==> config.mk <==
export PLATFORM = sky130hd
export DESIGN_NAME = amb_top
export DESIGN_NICKNAME = d
export VERILOG_FILES = /design/src/logic/amb_pkg.sv /design/src/logic/amb_divider.sv /design/src/logic/amb_top.sv
export SDC_FILE = /design/constraint.sdc
export NUM_CORES = 2
export LEC_CHECK = 0
export ABC_AREA = 0
export BUFFER_PORTS_ARGS = -buffer_cell sky130_fd_sc_hd__buf_2
export CELL_PAD_IN_SITES_DETAIL_PLACEMENT = 2
export CELL_PAD_IN_SITES_GLOBAL_PLACEMENT = 2
export CORE_MARGIN = 2
export CORE_UTILIZATION = 42
export CTS_CLUSTER_SIZE = 12
export DETAILED_ROUTE_END_ITERATION = 7
export PLACE_DENSITY_LB_ADDON = 0.2
export SYNTH_ARGS = -nofsm -noshare
export SYNTH_HDL_FRONTEND = slang
export SYNTH_SLANG_ARGS = --single-unit
==> constraint.sdc <==
create_clock -name clk -period 33.7 [get_ports clk]
set_clock_uncertainty 0.15 [all_clocks]
set_input_delay 3.37 -clock clk [delete_from_list [all_inputs] [get_ports clk]]
set_output_delay 3.37 -clock clk [all_outputs]
set_load 0.01 [all_outputs]
==> src/logic/amb_pkg.sv <==
// Constants and types for the analog monitor and brake interlock block
package amb_pkg;
  // Register byte offsets
  localparam logic [7:0] ADDR_SRC_SEL  = 8'h00;
  localparam logic [7:0] ADDR_OFF_CH1  = 8'h04;
  localparam logic [7:0] ADDR_OFF_CH2  = 8'h08;
  localparam logic [7:0] ADDR_PROP_CH1 = 8'h0C;
  localparam logic [7:0] ADDR_PROP_CH2 = 8'h10;
  localparam logic [7:0] ADDR_BRK_DLY  = 8'h14;
  localparam logic [7:0] ADDR_MODE     = 8'h18;
  localparam logic [7:0] ADDR_STATUS   = 8'h1C;
  // Reset values and limits
  localparam logic [15:0]        SRC_SEL_RST   = 16'h0000;
  localparam logic signed [15:0] OFFSET_RST    = 16'sh0000;
  localparam logic [6:0]         PROP_RST      = 7'h64;
  localparam logic [15:0]        BRK_DLY_RST   = 16'h0000;
  localparam logic [7:0]         MODE_RST      = 8'h00;
  localparam logic [7:0]         MODE_BRAKE_EN = 8'h01;
  localparam logic [3:0]         SRC_MAX_CODE  = 4'h9;
  localparam int                 SEL_STRIDE    = 8;
  localparam logic signed [15:0] OFF_MIN       = -16'sd999;
  localparam logic signed [15:0] OFF_MAX       = 16'sd999;
  localparam logic [15:0]        PROP_MAX      = 16'h0064;
  // Datapath widths and scale
  localparam int                 NUM_CH  = 2;
  localparam int                 VAL_W   = 32;
  localparam int                 NUM_W   = 52;
  localparam int                 DEN_W   = 40;
  localparam logic [19:0]        SCALE_NUM   = 20'hF4240;  // 10000 mV times 100 percent
  localparam logic [16:0]        MAG_SAT     = 17'h04E20;  // 20000 mV, beyond any offset
  localparam logic signed [17:0] OUT_MAX_MV  = 18'sh02710; // 10000 mV
  // Fixed full-scale figures
  localparam logic [31:0] FS_LOAD_PCT   = 32'h0000012C; // 300 percent
  localparam logic [31:0] FS_PULSE_PPS  = 32'h0007A120; // 500 kpps
  localparam logic [31:0] FS_BUS_V      = 32'h00000190; // 400 V
  localparam logic [31:0] FS_ERR_WIDE   = 32'h00400000; // 4194304 pulses
  localparam logic [31:0] FS_ERR_MID    = 32'h000003E8; // 1000 pulses
  localparam logic [31:0] FS_ERR_FINE   = 32'h00000064; // 100 pulses
  // Brake delay unit
  localparam int CLK_PERIOD_NS  = 5;
  localparam int BRAKE_UNIT_NS  = 1000000;
  localparam int BRAKE_UNIT_CYC = BRAKE_UNIT_NS / CLK_PERIOD_NS;

  typedef enum logic [3:0] {
    SRC_MOTOR_SPEED = 4'h0, SRC_TORQUE = 4'h1, SRC_SPEED_CMD = 4'h2, SRC_LOAD = 4'h3,
    SRC_PULSE_FREQ = 4'h4, SRC_CURRENT_CMD = 4'h5, SRC_BUS_VOLT = 4'h6,
    SRC_ERR_WIDE = 4'h7, SRC_ERR_MID = 4'h8, SRC_ERR_FINE = 4'h9
  } amb_src_t;
  typedef enum logic [1:0] {BRK_LOCKED = 2'b00, BRK_WAIT = 2'b01, BRK_RELEASED = 2'b10} amb_brk_t;
  typedef enum logic {CH_IDLE = 1'b0, CH_RUN = 1'b1} amb_ch_t;
  typedef enum logic {DIV_IDLE = 1'b0, DIV_RUN = 1'b1} amb_div_t;
endpackage

==> src/logic/amb_divider.sv <==
// Sequential unsigned restoring divider for one monitor channel
`timescale 1ns/1ps
module amb_divider #(
  parameter int NUM_W = amb_pkg::NUM_W,
  parameter int DEN_W = amb_pkg::DEN_W
) (
  input  wire logic             clk,
  input  wire logic             rstN,
  input  wire logic             start,
  input  wire logic [NUM_W-1:0] numer,
  input  wire logic [DEN_W-1:0] denom,
  output logic                  done,
  output logic [NUM_W-1:0]      quot
);
  import amb_pkg::*;
  localparam int CNT_W   = $clog2(NUM_W + 1);
  // Done is registered, so it rises on the same edge as the last quotient bit
  localparam int DIV_LAT = NUM_W + 1;

  amb_div_t         state_r, state_nxt;
  logic [DEN_W-1:0] rem_r, rem_nxt, den_r, den_nxt;
  logic [NUM_W-1:0] quo_r, quo_nxt, orgNum_r;
  logic [CNT_W-1:0] cnt_r, cnt_nxt;
  logic             done_r, done_nxt;
  logic [DEN_W:0]   trial;

  ////////////////////////////////////////////////////////////////////////////
  // One quotient bit per cycle; zero divisor yields all ones, read as saturation
  always_comb begin
    state_nxt = state_r;
    rem_nxt   = rem_r;
    den_nxt   = den_r;
    quo_nxt   = quo_r;
    cnt_nxt   = cnt_r;
    done_nxt  = 1'b0;
    trial     = {rem_r, quo_r[NUM_W-1]};
    unique case (state_r)
      DIV_IDLE: begin
        if (start) begin
          rem_nxt   = '0;
          den_nxt   = denom;
          quo_nxt   = numer;
          cnt_nxt   = CNT_W'(NUM_W);
          state_nxt = DIV_RUN;
        end
      end
      DIV_RUN: begin
        if (trial >= {1'b0, den_r}) begin
          rem_nxt = DEN_W'(trial - {1'b0, den_r});
          quo_nxt = {quo_r[NUM_W-2:0], 1'b1};
        end else begin
          rem_nxt = trial[DEN_W-1:0];
          quo_nxt = {quo_r[NUM_W-2:0], 1'b0};
        end
        cnt_nxt = cnt_r - 1'b1;
        if (cnt_r == CNT_W'(1)) begin
          state_nxt = DIV_IDLE;
          done_nxt  = 1'b1;
        end
      end
    endcase
  end

  always_ff @(posedge clk or negedge rstN) begin
    if (!rstN) begin
      state_r <= DIV_IDLE;
      rem_r   <= '0;
      den_r   <= '0;
      quo_r   <= '0;
      cnt_r   <= '0;
      done_r  <= 1'b0;
    end else begin
      state_r <= state_nxt;
      rem_r   <= rem_nxt;
      den_r   <= den_nxt;
      quo_r   <= quo_nxt;
      cnt_r   <= cnt_nxt;
      done_r  <= done_nxt;
    end
  end

  // Copy of the dividend kept only for checking
  always_ff @(posedge clk) begin
    if (state_r == DIV_IDLE && start) begin
      orgNum_r <= numer;
    end
  end

  assign done = done_r;
  assign quot = quo_r;
endmodule

==> src/logic/amb_top.sv <==
// Analog monitor channels and brake interlock with APB register access
`timescale 1ns/1ps
module amb_top #(
  parameter int TICK_CYCLES = amb_pkg::BRAKE_UNIT_CYC
) (
  input  wire logic                               clk,
  input  wire logic                               arst_n,
  input  wire logic [7:0]                         paddr,
  input  wire logic                               psel,
  input  wire logic                               penable,
  input  wire logic                               pwrite,
  input  wire logic [31:0]                        pwdata,
  output logic [31:0]                             prdata,
  output logic                                    pready,
  output logic                                    pslverr,
  input  wire logic signed [amb_pkg::VAL_W-1:0]   motorSpeed,
  input  wire logic signed [amb_pkg::VAL_W-1:0]   genTorque,
  input  wire logic signed [amb_pkg::VAL_W-1:0]   speedCmd,
  input  wire logic signed [amb_pkg::VAL_W-1:0]   loadRatio,
  input  wire logic signed [amb_pkg::VAL_W-1:0]   pulseFreq,
  input  wire logic signed [amb_pkg::VAL_W-1:0]   currentCmd,
  input  wire logic signed [amb_pkg::VAL_W-1:0]   busVolt,
  input  wire logic signed [amb_pkg::VAL_W-1:0]   pulseErr,
  input  wire logic [amb_pkg::VAL_W-2:0]          ratedSpeed,
  input  wire logic [amb_pkg::VAL_W-1:0]          maxTorque,
  input  wire logic [amb_pkg::VAL_W-1:0]          maxCurrent,
  input  wire logic                               servoOnIn,
  output logic signed [15:0]                      monitorOutCh1,
  output logic signed [15:0]                      monitorOutCh2,
  output logic                                    brakeReleaseOut
);
  import amb_pkg::*;

  logic [1:0]         rstPipe_r;
  logic               rstN;
  logic [15:0]        srcSel_r, srcSel_nxt, brakeDly_r, brakeDly_nxt;
  logic signed [15:0] offMv_r [NUM_CH];
  logic signed [15:0] offMv_nxt [NUM_CH];
  logic [6:0]         prop_r [NUM_CH];
  logic [6:0]         prop_nxt [NUM_CH];
  logic [7:0]         mode_r, mode_nxt;
  logic [31:0]        prdata_r, prdata_nxt;
  logic               pready_r, pready_nxt, pslverr_r, pslverr_nxt;
  logic               accessPh, wrFire, mapped, valueOk;
  logic [15:0]        wd16;
  amb_brk_t           brk_r, brk_nxt;
  logic [31:0]        tickCnt_r, tickCnt_nxt;
  logic [15:0]        msCnt_r, msCnt_nxt;
  logic               brakeRel_r, brakeRel_nxt, modeEn;
  logic signed [15:0] chOut [NUM_CH];

  ////////////////////////////////////////////////////////////////////////////
  // Reset release through two flops; assertion stays asynchronous
  always_ff @(posedge clk or negedge arst_n) begin
    if (!arst_n) begin
      rstPipe_r <= 2'b00;
    end else begin
      rstPipe_r <= {rstPipe_r[0], 1'b1};
    end
  end
  assign rstN = rstPipe_r[1];

  ////////////////////////////////////////////////////////////////////////////
  // APB slave: one wait state so read data and error come from flops
  assign accessPh = psel & penable;
  assign wrFire   = accessPh & pready_r & pwrite & ~pslverr_r;
  assign wd16     = pwdata[15:0];

  always_comb begin
    mapped  = 1'b1;
    valueOk = 1'b1;
    unique case (paddr)
      ADDR_SRC_SEL: valueOk = (wd16[15:12] == 4'h0) && (wd16[7:4] == 4'h0) &&
                              (wd16[11:8] <= SRC_MAX_CODE) && (wd16[3:0] <= SRC_MAX_CODE);
      ADDR_OFF_CH1, ADDR_OFF_CH2: valueOk = ($signed(wd16) >= OFF_MIN) &&
                                            ($signed(wd16) <= OFF_MAX);
      ADDR_PROP_CH1, ADDR_PROP_CH2: valueOk = (wd16 <= PROP_MAX);
      ADDR_BRK_DLY, ADDR_MODE, ADDR_STATUS: valueOk = 1'b1;
      default: mapped = 1'b0;
    endcase
  end

  // Answer computed in the first access cycle, presented in the second
  always_comb begin
    pready_nxt  = accessPh & ~pready_r;
    pslverr_nxt = accessPh & ~pready_r & (~mapped | (pwrite & ~valueOk) |
                  (pwrite & (paddr == ADDR_STATUS)));
    prdata_nxt  = 32'h0000_0000;
    if (accessPh && !pready_r && !pwrite) begin
      unique case (paddr)
        ADDR_SRC_SEL:  prdata_nxt = {16'h0000, srcSel_r};
        ADDR_OFF_CH1:  prdata_nxt = {16'h0000, offMv_r[0]};
        ADDR_OFF_CH2:  prdata_nxt = {16'h0000, offMv_r[1]};
        ADDR_PROP_CH1: prdata_nxt = {25'h0000000, prop_r[0]};
        ADDR_PROP_CH2: prdata_nxt = {25'h0000000, prop_r[1]};
        ADDR_BRK_DLY:  prdata_nxt = {16'h0000, brakeDly_r};
        ADDR_MODE:     prdata_nxt = {24'h000000, mode_r};
        ADDR_STATUS:   prdata_nxt = {28'h0000000, brakeRel_r, servoOnIn, brk_r};
        default:       prdata_nxt = 32'h0000_0000;
      endcase
    end
  end

  // Register writes land on the edge that completes the access
  always_comb begin
    srcSel_nxt   = srcSel_r;
    offMv_nxt    = offMv_r;
    prop_nxt     = prop_r;
    brakeDly_nxt = brakeDly_r;
    mode_nxt     = mode_r;
    if (wrFire) begin
      unique case (paddr)
        ADDR_SRC_SEL:  srcSel_nxt   = wd16;
        ADDR_OFF_CH1:  offMv_nxt[0] = $signed(wd16);
        ADDR_OFF_CH2:  offMv_nxt[1] = $signed(wd16);
        ADDR_PROP_CH1: prop_nxt[0]  = wd16[6:0];
        ADDR_PROP_CH2: prop_nxt[1]  = wd16[6:0];
        ADDR_BRK_DLY:  brakeDly_nxt = wd16;
        ADDR_MODE:     mode_nxt     = pwdata[7:0];
        default:       mode_nxt     = mode_r;
      endcase
    end
  end

  always_ff @(posedge clk or negedge rstN) begin
    if (!rstN) begin
      pready_r   <= 1'b0;
      pslverr_r  <= 1'b0;
      prdata_r   <= 32'h0000_0000;
      srcSel_r   <= SRC_SEL_RST;
      offMv_r    <= '{OFFSET_RST, OFFSET_RST};
      prop_r     <= '{PROP_RST, PROP_RST};
      brakeDly_r <= BRK_DLY_RST;
      mode_r     <= MODE_RST;
    end else begin
      pready_r   <= pready_nxt;
      pslverr_r  <= pslverr_nxt;
      prdata_r   <= prdata_nxt;
      srcSel_r   <= srcSel_nxt;
      offMv_r    <= offMv_nxt;
      prop_r     <= prop_nxt;
      brakeDly_r <= brakeDly_nxt;
      mode_r     <= mode_nxt;
    end
  end

  ////////////////////////////////////////////////////////////////////////////
  // Brake interlock; dropping servo on or the mode locks at once
  // mode gate
  assign modeEn = (mode_r == MODE_BRAKE_EN);

  always_comb begin
    brk_nxt     = brk_r;
    tickCnt_nxt = 32'h0000_0000;
    msCnt_nxt   = 16'h0000;
    unique case (brk_r)
      BRK_LOCKED: begin
        if (modeEn && servoOnIn) begin
          brk_nxt = (brakeDly_r == 16'h0000) ? BRK_RELEASED : BRK_WAIT;
        end
      end
      BRK_WAIT: begin
        if (!(modeEn && servoOnIn)) begin
          brk_nxt = BRK_LOCKED;
        end else if (tickCnt_r == 32'(TICK_CYCLES - 1)) begin
          msCnt_nxt = msCnt_r + 16'h0001;
          if (msCnt_nxt >= brakeDly_r) begin
            brk_nxt = BRK_RELEASED;
          end
        end else begin
          tickCnt_nxt = tickCnt_r + 32'h0000_0001;
          msCnt_nxt   = msCnt_r;
        end
      end
      BRK_RELEASED: begin
        if (!(modeEn && servoOnIn)) begin
          brk_nxt = BRK_LOCKED;
        end
      end
      default: brk_nxt = BRK_LOCKED;
    endcase
    brakeRel_nxt = (brk_nxt == BRK_RELEASED);
  end

  always_ff @(posedge clk or negedge rstN) begin
    if (!rstN) begin
      brk_r      <= BRK_LOCKED;
      tickCnt_r  <= 32'h0000_0000;
      msCnt_r    <= 16'h0000;
      brakeRel_r <= 1'b0;
    end else begin
      brk_r      <= brk_nxt;
      tickCnt_r  <= tickCnt_nxt;
      msCnt_r    <= msCnt_nxt;
      brakeRel_r <= brakeRel_nxt;
    end
  end

  ////////////////////////////////////////////////////////////////////////////
  // Monitor channels: refreshed once per divider pass
  for (genvar ch = 0; ch < NUM_CH; ch++) begin : g_ch
    logic [3:0]              code;
    logic signed [VAL_W-1:0] val;
    logic [VAL_W-1:0]        fs, absVal;
    logic [NUM_W-1:0]        numer, quot;
    logic [DEN_W-1:0]        denom;
    logic                    done;
    amb_ch_t                 st_r, st_nxt;
    logic                    neg_r, neg_nxt, zero_r, zero_nxt;
    logic signed [15:0]      out_r, out_nxt;
    logic [16:0]             mag;
    logic signed [17:0]      sum;

    assign code = srcSel_r[ch*SEL_STRIDE +: 4];

    // Source and full-scale selection
    always_comb begin
      unique case (code)
        SRC_MOTOR_SPEED: begin val = motorSpeed; fs = {ratedSpeed, 1'b0}; end
        SRC_SPEED_CMD:   begin val = speedCmd;   fs = {ratedSpeed, 1'b0}; end
        SRC_TORQUE:      begin val = genTorque;  fs = maxTorque;  end
        SRC_CURRENT_CMD: begin val = currentCmd; fs = maxCurrent; end
        SRC_LOAD:        begin val = loadRatio;  fs = FS_LOAD_PCT;  end
        SRC_PULSE_FREQ:  begin val = pulseFreq;  fs = FS_PULSE_PPS; end
        SRC_BUS_VOLT:    begin val = busVolt;    fs = FS_BUS_V;     end
        SRC_ERR_WIDE:    begin val = pulseErr;   fs = FS_ERR_WIDE;  end
        SRC_ERR_MID:     begin val = pulseErr;   fs = FS_ERR_MID;   end
        SRC_ERR_FINE:    begin val = pulseErr;   fs = FS_ERR_FINE;  end
        default:         begin val = '0;         fs = FS_ERR_FINE;  end
      endcase
    end

    assign absVal = val[VAL_W-1] ? VAL_W'(-val) : VAL_W'(val);
    assign numer  = NUM_W'(absVal) * NUM_W'(SCALE_NUM);
    assign denom  = DEN_W'(fs) * DEN_W'(prop_r[ch]);

    amb_divider u_div (
      .clk   (clk),
      .rstN  (rstN),
      .start (st_r == CH_IDLE),
      .numer (numer),
      .denom (denom),
      .done  (done),
      .quot  (quot)
    );

    // Zero value short-cuts 0/0, zero proportion saturates by sign
    always_comb begin
      st_nxt   = st_r;
      neg_nxt  = neg_r;
      zero_nxt = zero_r;
      out_nxt  = out_r;
      mag      = (zero_r || quot == '0) ? 17'h00000 :
                 (quot > NUM_W'(MAG_SAT)) ? MAG_SAT : quot[16:0];
      sum      = (neg_r ? -$signed({1'b0, mag}) : $signed({1'b0, mag})) +
                 18'(offMv_r[ch]);
      unique case (st_r)
        CH_IDLE: begin
          neg_nxt  = val[VAL_W-1];
          zero_nxt = (val == '0);
          st_nxt   = CH_RUN;
        end
        CH_RUN: begin
          if (done) begin
            st_nxt = CH_IDLE;
            if (sum > OUT_MAX_MV) begin
              out_nxt = 16'(OUT_MAX_MV);
            end else if (sum < -OUT_MAX_MV) begin
              out_nxt = 16'(-OUT_MAX_MV);
            end else begin
              out_nxt = 16'(sum);
            end
          end
        end
      endcase
    end

    always_ff @(posedge clk or negedge rstN) begin
      if (!rstN) begin
        st_r   <= CH_IDLE;
        neg_r  <= 1'b0;
        zero_r <= 1'b1;
        out_r  <= 16'sh0000;
      end else begin
        st_r   <= st_nxt;
        neg_r  <= neg_nxt;
        zero_r <= zero_nxt;
        out_r  <= out_nxt;
      end
    end
    assign chOut[ch] = out_r;

  end

  ////////////////////////////////////////////////////////////////////////////
  // Outputs straight from flops
  assign prdata          = prdata_r;
  assign pready          = pready_r;
  assign pslverr         = pslverr_r;
  assign monitorOutCh1   = chOut[0];
  assign monitorOutCh2   = chOut[1];
  assign brakeReleaseOut = brakeRel_r;

  ////////////////////////////////////////////////////////////////////////////
  // Checks; onCnt counts how long release has been allowed
  logic [47:0] onCnt_r;
  always_ff @(posedge clk or negedge rstN) begin
    if (!rstN) begin
      onCnt_r <= 48'h0;
    end else begin
      onCnt_r <= (modeEn && servoOnIn) ? onCnt_r + 48'h1 : 48'h0;
    end
  end
endmodule

==> results.yml <==
global_route:
  grt_pass1_wl_um: 419000
  grt_pass1_vias: 66991
  grt_max_degree: 93
  gr-total-overflow: 0
  antenna_found_initial: 46
  grt_usage_pct: 36.1
sta:
  final_max_slew_viol_count: 0
  max_slew_margin_pct: 9.23
  tns_ns: 0
  tightestPinTransition_ns: 1.35
  rsz0062_at_grt: "false"
  setup_viol: 0
  hold_viol_final: 0
  clock.fmax_ghz: 0.0790
  min_period_ns: 12.66
  fin_crit_sh_pct: 37.6
setup_path:
  crit_required_ns: 34.08
  crit_fanout: 7
  end_kind: "flip-flop"
  cpMaxStageDelayCell: "a2111oi_1"
  path_buf_inv: 7
  crit_path_start_kind: "input pin"
  critPathTopFamily: "compound AO/OA/AOI/OAI gates"
  crit_arrival_ns: 13.04
  criticalPathCategory: "input pin to flip-flop"
  slowest_delay_ns: 1.15
  crit_top_cell: "inv_1"
detailed_routing:
  ant_nets: 0
  vias_per_cell: 6.15
  wl_per_cell_um: 28.9
  drt-initial-drc-count: 3920
  via_count: 58874
  drc: 16
  firstDrtPassIters: 8
  drt-total-wl_um: 277000
place:
  dp_hpwl_um: 221000
  io_buffers: 431
  dp_cells: 9444
  place_area_sq_mm: 0.0666
  gp_congestion: 0.965
cts:
  cts.path.max_buffers: 3
  clock_latency_ns: 0.72
  cts_tree: "yes"
  cts-buffers-inserted: 60
  postCtsHoldBufs: 0
  cts_setup_buffers: 0
  clock_sinks: 473
  ctsResizeCount: 0
  clockRootBuffer: "clkbuf_16"
  htreeDepth: 2
  path_clk_slew_ns: 0.06
layout:
  fin_cells: 9574
  n_fill_cell: 16384
  final_cell_mix: "937 x nand2_1, 814 x inv_1, 564 x ha_1"
  stdcell_area_sq_mm: 0.0689
  layout.area.seq_sq_mm: 0.0119
  final_nets: 9093
  syn2layout_area_growth_pct: 10.3
  drive_above_1_share_pct: 11.5
  mostFrequentLayoutCell: "nand2_1"
  multi_input_area_sq_mm: 0.0463
hold_path:
  hold_path.class: "flip-flop to flip-flop"
yosys:
  postSynthAreaPerCell_sq_um: 8.56
  synth-edff-count: 0
  syn_area_sq_mm: 0.0625
  synth-seq-area-share_pct: 18.9
  synthFlopType: "dfrtp_1"
  synth.distinct_cells: 107
  ys_ff_latch: 473
  async_flop_share_pct: 100
  synth_warnings: 0
  netlist_instances: 7304
floorplanning:
  start_util_pct: 42.3
  fp.dieW_um: 390
  ios: 464
  die-area_sq_mm: 0.152
  coreArea_sq_mm: 0.148
  rows: 141
  die_y_um: 390
outcome:
  violations: "design-rule violations"
  outcome: "finished with violations"
power:
  p_leak_nw: 32.6
  pwr_density_cell_mw_per_mm2: 97.4
  peakVddDrop_mv: 0.114
job:
  cap_violations: 0
==> power breakdown <==
part / internal, mW / leakage, nW / switching (mW)
combinational: 2.07 / 25.8 / 3.12
clock: 0.449 / 1.08 / 0.298
sequential: 0.670 / 5.71 / 0.111
total: 3.19 / 32.6 / 3.53
==> synth_stat cells (all sizes together), types with 13 or more instances <==
cell type,count,area share [%]
o211ai,64,0.77
o21bai,35,0.42
a211o,23,0.32
nand2b,63,0.63
o21a,73,0.88
xor2,192,2.7
and3,63,0.63
o31ai,38,0.46
o21ai,453,3.6
a221oi,17,0.24
a21o,138,1.7
nor3,88,0.71
nor2,350,2.1
ha,564,11
nand2,938,5.6
or2,25,0.25
a222oi,15,0.24
mux2i,151,2.4
a22oi,157,1.9
a2111oi,23,0.38
nand3b,58,0.70
nand4,52,0.52
dfrtp,465,19
or3b,20,0.28
a221o,18,0.29
or3,29,0.31
o22ai,44,0.45
a21oi,394,3.2
a31o,16,0.22
a31oi,67,0.67
nor4,49,0.50
o2111ai,15,0.21
and2,106,1.1
mux2,97,1.7
fa,556,18
clkbuf,247,1.5
buf,101,0.98
inv,817,4.9
a211oi,63,0.76
and4,15,0.21
nand4b,13,0.18
nor3b,16,0.20
nand3,118,0.94
xnor2,197,2.8
nor2b,70,0.70
==> sequential cells by signal, summed over array words and instances, names as in the netlist, 2 cells and up <==
name                count
g_ch.u_div.quot       104
monitorOutCh1          16
g_ch.st_r               2
g_ch.zero_r             2
brakeDly_r             16
g_ch.u_div.done         2
srcSel_r               16
brk_r                   2
offMv_r                32
prdata                 16
g_ch.u_div.den_r       78
msCnt_r                16
tickCnt_r              32
prop_r                 14
g_ch.neg_r              2
g_ch.u_div.cnt_r       12
rstPipe_r               2
g_ch.u_div.rem_r       80
monitorOutCh2          16
g_ch.u_div.state_r      2
mode_r                  8
==> metal layers <==
layer | track usage [%] | share of wire (%)
met5 | 0 | 0.066
met4 | 22.5 | 7.3
met3 | 5.47 | 5.9
met2 | 62.0 | 48
met1 | 42.3 | 38
==> final timing paths <==
kind,slack (ns),cells past startpoint,start,end
max,21.04,32,genTorque[1],g_ch[1].u_div.quot[50]
min,0.20,0,rstPipe_r[0],rstPipe_r[1]
max reg2reg,21.88,33,srcSel_r[9],g_ch[1].u_div.quot[50]
min reg2reg,0.20,0,rstPipe_r[0],rstPipe_r[1]
max in group asynchronous,30.00,3,rstPipe_r[1],g_ch[0].st_r
min in group asynchronous,0.21,0,rstPipe_r[1],monitorOutCh2[11]
==> cell type report <==
cell class	count	share of cell area, %
inverter	819	4.46
sequential	473	17.2
timing repair buffer	543	4.35
clock inverter	39	0.955
multi-input combinational	5679	67.1
tap	1930	3.50
antenna	17	0.0617
clock buffer	74	2.33
==> logic make-up after synthesis <==
group | Yosys count | share of synthesized area (%)
AO/OA/AOI/OAI | 1790 | 18.6
XOR/XNOR | 389 | 5.49
adder cells (fa/ha/maj) | 1122 | 29.1
buffers and inverters | 1167 | 7.39
flip-flops | 473 | 18.9
multiplexers | 250 | 4.24
other | 2 | 0.0120
AND/OR/NAND/NOR | 2111 | 16.2
==> metrics by stage <==
step	worst slack, ns	utilization (%)	power, mW	hold WS [ns]
final	21.04	46.6	6.72	0.200
after global routing	20.63	46.6	7.33	0.215
after CTS	21.26	46.6	6.71	0.202
after detailed placement	20.54	45.1	5.88	0.191
after global placement	21.02	45.1	5.47	0.188
after floorplan	19.40	-	4.39	0.181
No activity file was read; power rests on OpenSTA's default activity.
